--- src/sqe_pkg.sv ---
package sqe_pkg;
    localparam int unsigned SQE_ADDR_W = 9;
    localparam int unsigned SQE_DATA_W = 16;
    localparam int unsigned SQE_NUM_REGS = 6;
    localparam int unsigned SQE_REG_IDX_W = 3;

    // byte offsets on the host register port
    localparam logic [SQE_ADDR_W-1:0] SQE_OFS_MQE_16_31 = 9'h15C;
    localparam logic [SQE_ADDR_W-1:0] SQE_OFS_MQE_0_15 = 9'h15E;
    localparam logic [SQE_ADDR_W-1:0] SQE_OFS_SQE_112_127 = 9'h160;
    localparam logic [SQE_ADDR_W-1:0] SQE_OFS_SQE_96_111 = 9'h162;
    localparam logic [SQE_ADDR_W-1:0] SQE_OFS_SQE_80_95 = 9'h164;
    localparam logic [SQE_ADDR_W-1:0] SQE_OFS_SQE_64_79 = 9'h166;

    localparam logic [SQE_DATA_W-1:0] SQE_RESET_VAL = 16'h0000;
    localparam logic [SQE_DATA_W-1:0] SQE_UNMAPPED_RD = 16'h0000;

    // register indices inside the bank
    localparam logic [SQE_REG_IDX_W-1:0] SQE_IDX_MQE_16_31 = 3'h0;
    localparam logic [SQE_REG_IDX_W-1:0] SQE_IDX_MQE_0_15 = 3'h1;
    localparam logic [SQE_REG_IDX_W-1:0] SQE_IDX_SQE_112_127 = 3'h2;
    localparam logic [SQE_REG_IDX_W-1:0] SQE_IDX_SQE_96_111 = 3'h3;
    localparam logic [SQE_REG_IDX_W-1:0] SQE_IDX_SQE_80_95 = 3'h4;
    localparam logic [SQE_REG_IDX_W-1:0] SQE_IDX_SQE_64_79 = 3'h5;

    typedef struct packed {
        logic                  wr;
        logic                  rd;
        logic [SQE_ADDR_W-1:0] addr;
        logic [SQE_DATA_W-1:0] wdata;
    } sqe_req_t;

    typedef struct packed {
        logic [31:0] master_en;
        logic [63:0] slave_en;
    } sqe_enables_t;
endpackage : sqe_pkg

--- src/sqe_reg16.sv ---
`timescale 1ns/1ps
module sqe_reg16
    import sqe_pkg::*;
#(
    parameter int unsigned W = SQE_DATA_W
) (
    input  wire logic         i_clk,
    input  wire logic         i_rst_n,
    input  wire logic         i_we,
    input  wire logic [W-1:0] i_wdata,
    output logic      [W-1:0] o_q
);
    logic [W-1:0] q_ff;

    always_ff @(posedge i_clk or negedge i_rst_n) begin
        if (!i_rst_n) begin
            q_ff <= W'(SQE_RESET_VAL);
        end else if (i_we) begin
            q_ff <= i_wdata;
        end
    end

    assign o_q = q_ff;
endmodule : sqe_reg16

--- src/sqe_queue_enable_regs.sv ---
`timescale 1ns/1ps
module sqe_queue_enable_regs
    import sqe_pkg::*;
(
    input  wire logic                  I_REF_CLK,
    input  wire logic                  I_RST_N,
    input  wire logic                  I_WR,
    input  wire logic                  I_RD,
    input  wire logic [SQE_ADDR_W-1:0] I_ADDR,
    input  wire logic [SQE_DATA_W-1:0] I_WDATA,
    input  wire logic                  I_SHARED_MODE,
    output logic      [SQE_DATA_W-1:0] O_RDATA,
    output logic                       O_RD_VALID,
    output logic      [31:0]           O_MASTER_QUEUE_EN,
    output logic      [63:0]           O_SLAVE_QUEUE_EN
);
    sqe_req_t                  req;
    logic [SQE_DATA_W-1:0]     regs [SQE_NUM_REGS];
    logic [SQE_DATA_W-1:0]     rdata_ff;
    logic                      rd_valid_ff;
    logic [SQE_DATA_W-1:0]     nxt_rdata;
    sqe_enables_t              en;

    assign req = '{wr: I_WR, rd: I_RD, addr: I_ADDR, wdata: I_WDATA};

    // one decode shared by write strobes and read mux
    function automatic logic [SQE_REG_IDX_W:0] decode(
        input logic [SQE_ADDR_W-1:0] a
    );
        logic [SQE_REG_IDX_W:0] r;
        r = '0;
        unique case (a)
            SQE_OFS_MQE_16_31:   r = {1'b1, SQE_IDX_MQE_16_31};
            SQE_OFS_MQE_0_15:    r = {1'b1, SQE_IDX_MQE_0_15};
            SQE_OFS_SQE_112_127: r = {1'b1, SQE_IDX_SQE_112_127};
            SQE_OFS_SQE_96_111:  r = {1'b1, SQE_IDX_SQE_96_111};
            SQE_OFS_SQE_80_95:   r = {1'b1, SQE_IDX_SQE_80_95};
            SQE_OFS_SQE_64_79:   r = {1'b1, SQE_IDX_SQE_64_79};
            default:             r = '0;
        endcase
        return r;
    endfunction : decode

    logic [SQE_REG_IDX_W:0] hit;
    assign hit = decode(req.addr);

    // writes to unmapped offsets are dropped silently
    genvar g;
    generate
        for (g = 0; g < SQE_NUM_REGS; g++) begin : g_reg
            sqe_reg16 #(.W(SQE_DATA_W)) u_reg (
                .i_clk   (I_REF_CLK),
                .i_rst_n (I_RST_N),
                .i_we    (req.wr && hit[SQE_REG_IDX_W] &&
                          hit[SQE_REG_IDX_W-1:0] ==
                          SQE_REG_IDX_W'(g)),
                .i_wdata (req.wdata),
                .o_q     (regs[g])
            );
        end
    endgenerate

    always_comb begin
        nxt_rdata = SQE_UNMAPPED_RD;
        if (hit[SQE_REG_IDX_W]) begin
            nxt_rdata = regs[hit[SQE_REG_IDX_W-1:0]];
        end
    end

    always_ff @(posedge I_REF_CLK or negedge I_RST_N) begin
        if (!I_RST_N) begin
            rdata_ff    <= SQE_RESET_VAL;
            rd_valid_ff <= 1'b0;
        end else begin
            rd_valid_ff <= req.rd;
            if (req.rd) begin
                rdata_ff <= nxt_rdata;
            end
        end
    end

    // lsb of each register is the lowest queue of its range
    assign en.master_en[15:0]  = regs[SQE_IDX_MQE_0_15];
    assign en.master_en[31:16] = regs[SQE_IDX_MQE_16_31];
    assign en.slave_en[15:0]   = regs[SQE_IDX_SQE_64_79];
    assign en.slave_en[31:16]  = regs[SQE_IDX_SQE_80_95];
    assign en.slave_en[47:32]  = regs[SQE_IDX_SQE_96_111];
    assign en.slave_en[63:48]  = regs[SQE_IDX_SQE_112_127];

    // master enables apply in every mode, since software sets them anyway
    assign O_MASTER_QUEUE_EN = en.master_en;
    // slave enables are gated off outside shared mode
    assign O_SLAVE_QUEUE_EN  = I_SHARED_MODE ? en.slave_en
                                             : '0;
    assign O_RDATA    = rdata_ff;
    assign O_RD_VALID = rd_valid_ff;
endmodule : sqe_queue_enable_regs

--- config.mk ---
export PLATFORM = sky130hd
export DESIGN_NAME = sqe_queue_enable_regs
export DESIGN_NICKNAME = d
export VERILOG_FILES = /design/src/sqe_pkg.sv /design/src/sqe_reg16.sv /design/src/sqe_queue_enable_regs.sv
export SDC_FILE = /design/constraint.sdc
export NUM_CORES = 1
export LEC_CHECK = 0
export BUFFER_PORTS_ARGS = -buffer_cell sky130_fd_sc_hd__buf_2
export CAP_MARGIN = 5
export CELL_PAD_IN_SITES_DETAIL_PLACEMENT = 0
export CELL_PAD_IN_SITES_GLOBAL_PLACEMENT = 2
export CORE_ASPECT_RATIO = 1.2
export CORE_UTILIZATION = 36
export CTS_CLUSTER_DIAMETER = 40
export DETAILED_ROUTE_END_ITERATION = 16
export PLACE_DENSITY = 0.84
export SLEW_MARGIN = 20
export SYNTH_ARGS = -nofsm -noshare
export SYNTH_HDL_FRONTEND = slang
export SYNTH_HIERARCHICAL = 1
export SYNTH_SLANG_ARGS = --single-unit
--- constraint.sdc ---
create_clock -name I_REF_CLK -period 1.82 [get_ports I_REF_CLK]
set_clock_uncertainty 0.2 [all_clocks]
set_input_delay 0.091 -clock I_REF_CLK [delete_from_list [all_inputs] [get_ports I_REF_CLK]]
set_output_delay 0.091 -clock I_REF_CLK [all_outputs]
set_load 0.02 [all_outputs]
==> results by group <==
Status
  • Outcome: complete, no violations

STA
  • Final max-slew violation count: 0
  • Setup TNS: 0 ps
  • FMAX: 585 MHz
  • Hold Vio Cnt, Final: 0
  • Worst slew margin relative to its limit: 0.692
  • Final worst-path cycle share: 0.940
  • Final setup vio count: 0
  • Post-layout minimum cycle time: 1710 ps
  • Final worst slack: 110 ps
  • Actual slew at the worst max-slew pin: 461 ps
  • Unrepaired setup endpoints after global routing: false

Yosys
  • Number of synthesized flops with an enable pin: 0
  • Synth Flop Type: dfrtp_1
  • Async S/R FF share, synth: 1.00
  • Cell count after synthesis: 497
  • Register area share after synthesis: 0.461
  • Leading area contributor after synthesis: dfrtp_1
  • Post-synthesis cell type count: 38
  • Synth Warn #: 6
  • Synth Cell Area: 6130 sq um
  • Syn Nets: 527
  • Synth top area share: 0.461
  • Top post-synthesis cells by area: dfrtp_1 (46%), mux2_4 (15%), mux2_2 (9.5%), and2_1 (6.5%), o32ai_1 (2.3%)
  • Yosys reg bits: 113
  • Mapped Avg Cell Area: 12.3 sq um

Critical path
  • CP max stage delay: 410 ps
  • CP Capture Point: O_RDATA[8]$_DFFE_PN0P_
  • Worst setup SP type: flop
  • R2R cell count: 4
  • Worst R2R Setup Slack: 110 ps
  • Reg-to-Reg End: O_RDATA[8]$_DFFE_PN0P_
  • Top delay family on crit path: compound AO/OA/AOI/OAI gates
  • Launch point of the worst path: g_reg[2].u_reg/o_q[8]$_DFFE_PN0P_
  • Worst Path Arrival: 1790 ps
  • Setup CP Type: reg2reg
  • Required time of the critical path: 1900 ps
  • WP buf/inv: 0
  • Critical path depth: 4
  • CP max stage cell: dfrtp_1
  • Crit path cell chain: mux2_2, o32ai_1, a2bb2oi_1, a21boi_0
  • Crit. End Element: flop
  • Crit-path max FO: 3
  • Worst r2r src: g_reg[2].u_reg/o_q[8]$_DFFE_PN0P_

CTS
  • Maximum buffer depth of the clock tree: 2
  • CTS tree: done
  • H-tree Lvls: 4
  • Worst skew pair latency: 420 ps
  • Clock sinks: 113
  • Root buf cell: clkbuf_16
  • Setup bufs post-CTS: 0
  • CTS Buf Count: 17
  • Clock transition at path regs: 50 ps

Power and ir drop
  • Total power: 6.88 mW
  • Peak supply drop: 0.000573 V
  • Power density cells: 849 nW/um^2
  • Leak Pwr: 4.08 nW

Die
  • Die W: 121 um
  • Core ar.: 16500 sq um
  • IO Count: 143
  • Starting Density: 0.372
  • Die area: 17600 sq um
  • Die Span Y: 145 um
  • Rows: 51

Place
  • DP Worst Slack: -303 ps
  • Placed cell count: 845
  • IO Port Bufs: 142
  • GPL Wtd Cong: 0.884
  • Detailed placement HPWL: 12800 um

Final layout
  • Layout cells sized above 1: 0.490
  • Final Non-Filler Cells: 896
  • Final core utilization: 0.492
  • Antenna cells: 0
  • Area growth, synth to finish: 32.2%
  • Final net count: 701

Run
  • Max-Cap Viols: 0

Global route
  • First-pass GRT wire length: 28300 um
  • Tot GR Track Use: 0.214
  • Initial antenna violation count: 0
  • Residual overflow from global routing: 0
  • Largest net degree at the start of global routing: 65
  • Vias in the first global route: 4839

Drt
  • WL/cell: 20.1 um
  • WL final: 18000 um
  • DRC: 0
  • DR vias: 4622
  • DRT iter0 DRCs: 207
  • DR vias/cell: 5.16
  • Routed Antenna Nets: 0
  • TritonRoute pass-1 iters: 4

Worst hold path
  • Hold WC Path Type: in2reg
  • Hold depth: 5
[final cells by class]
cell class	instances	area (sq um)
clock buffers	23	488
clock inverters	9	176
fillers	1513	8360
inverters	1	3.75
multi-input cells	346	3030
flip-flops and latches	113	2830
well taps	212	265
repair buffers	192	1310
[sequential cells by signal, indices dropped and copies added, names as in the netlist]
| name | flops |
|---|---|
| O_RD_VALID | 1 |
| g.u_reg/o_q | 96 |
| O_RDATA | 16 |
[worst min path at each step]
stage                                         to       from  slack [ps]
2_1_floorplan             O_RDATA[0]$_DFFE_PN0P_    I_RST_N        -400
3_3_place_gp   g_reg[3].u_reg/o_q[5]$_DFFE_PN0P_    I_RST_N        -150
3_5_place_dp   g_reg[2].u_reg/o_q[5]$_DFFE_PN0P_    I_RST_N        -140
4_1_cts                   O_RDATA[4]$_DFFE_PN0P_  I_ADDR[0]          70
5_1_grt                   O_RDATA[4]$_DFFE_PN0P_  I_ADDR[0]         130
6_report                  O_RDATA[4]$_DFFE_PN0P_  I_ADDR[0]         100
[routing by layer]
metal  GRT usage  part of all wire
met1       0.277              0.43
met5           0                 0
met3      0.0440             0.061
met4      0.0809             0.022
met2       0.349              0.49
[cell usage after synthesis, types with 4 or more instances]
cell / instances
mux2_4: 60
a2bb2oi_1: 15
a211oi_1: 6
a21oi_1: 17
a211oi_2: 9
nor2_1: 35
buf_6: 8
nand2_1: 18
a21boi_0: 4
dfrtp_1: 113
o32ai_1: 16
a21boi_1: 11
buf_2: 5
and2_1: 64
buf_12: 6
clkbuf_1: 16
nor2b_1: 17
mux2_2: 52
[layout by cell type (no fill, tap or decap), types with 3 or more instances in the layout]
cell type,netlist,final
a211oi_1,6,6
nor2_2,0,3
dlygate4sd3_1,0,19
a21oi_1,17,17
o32ai_1,16,16
buf_2,5,140
clkbuf_8,0,4
a2bb2oi_1,15,15
nor2b_1,17,17
a21boi_0,4,4
a21boi_1,11,11
dfrtp_1,113,113
mux2_4,60,60
bufinv_16,0,5
mux2_2,52,52
nand2_1,18,18
buf_12,6,14
clkbuf_16,0,17
buf_4,0,18
a211oi_2,9,9
and2_1,64,64
nor2_1,35,32
[logic make-up (layout without fill, tap and decap cells)]
group / count (synthesis) / after routing / synth area share
DFF: 113 / 113 / 0.461
buffers and inverters: 38 / 225 / 0.0500
muxes: 112 / 112 / 0.242
AOI/OAI and AO/OA: 85 / 85 / 0.110
and+or+nand+nor: 149 / 149 / 0.136
[metrics by stage]
step,hold slack [ps],instance area (sq um)
6_report,104,8110
5_1_grt,127,8110
4_1_cts,72.4,8100
3_5_place_dp,-137,7250
3_3_place_gp,-147,7250
2_1_floorplan,-405,6170
[tightest hold or removal path, cell delays in order]
cell and delay, ps:
buf_2 100, buf_4 130, nor4_4 50, buf_12 140, a31oi_1 140
[timing repair]
action,4_1_cts,5_1_grt
hold buffers,19,0
resized for setup,0,1
hold endpoints to repair,210,0
setup endpoints to repair,0,1
[power breakdown]
part	switching [mW]	total [mW]	internal, mW	leakage [nW]
Sequential	0.0539	2.63	2.58	1.57
Combinational	0.306	0.538	0.232	2.19
Clock	1.14	3.71	2.57	0.323
Power figures use the tool's default switching activity.
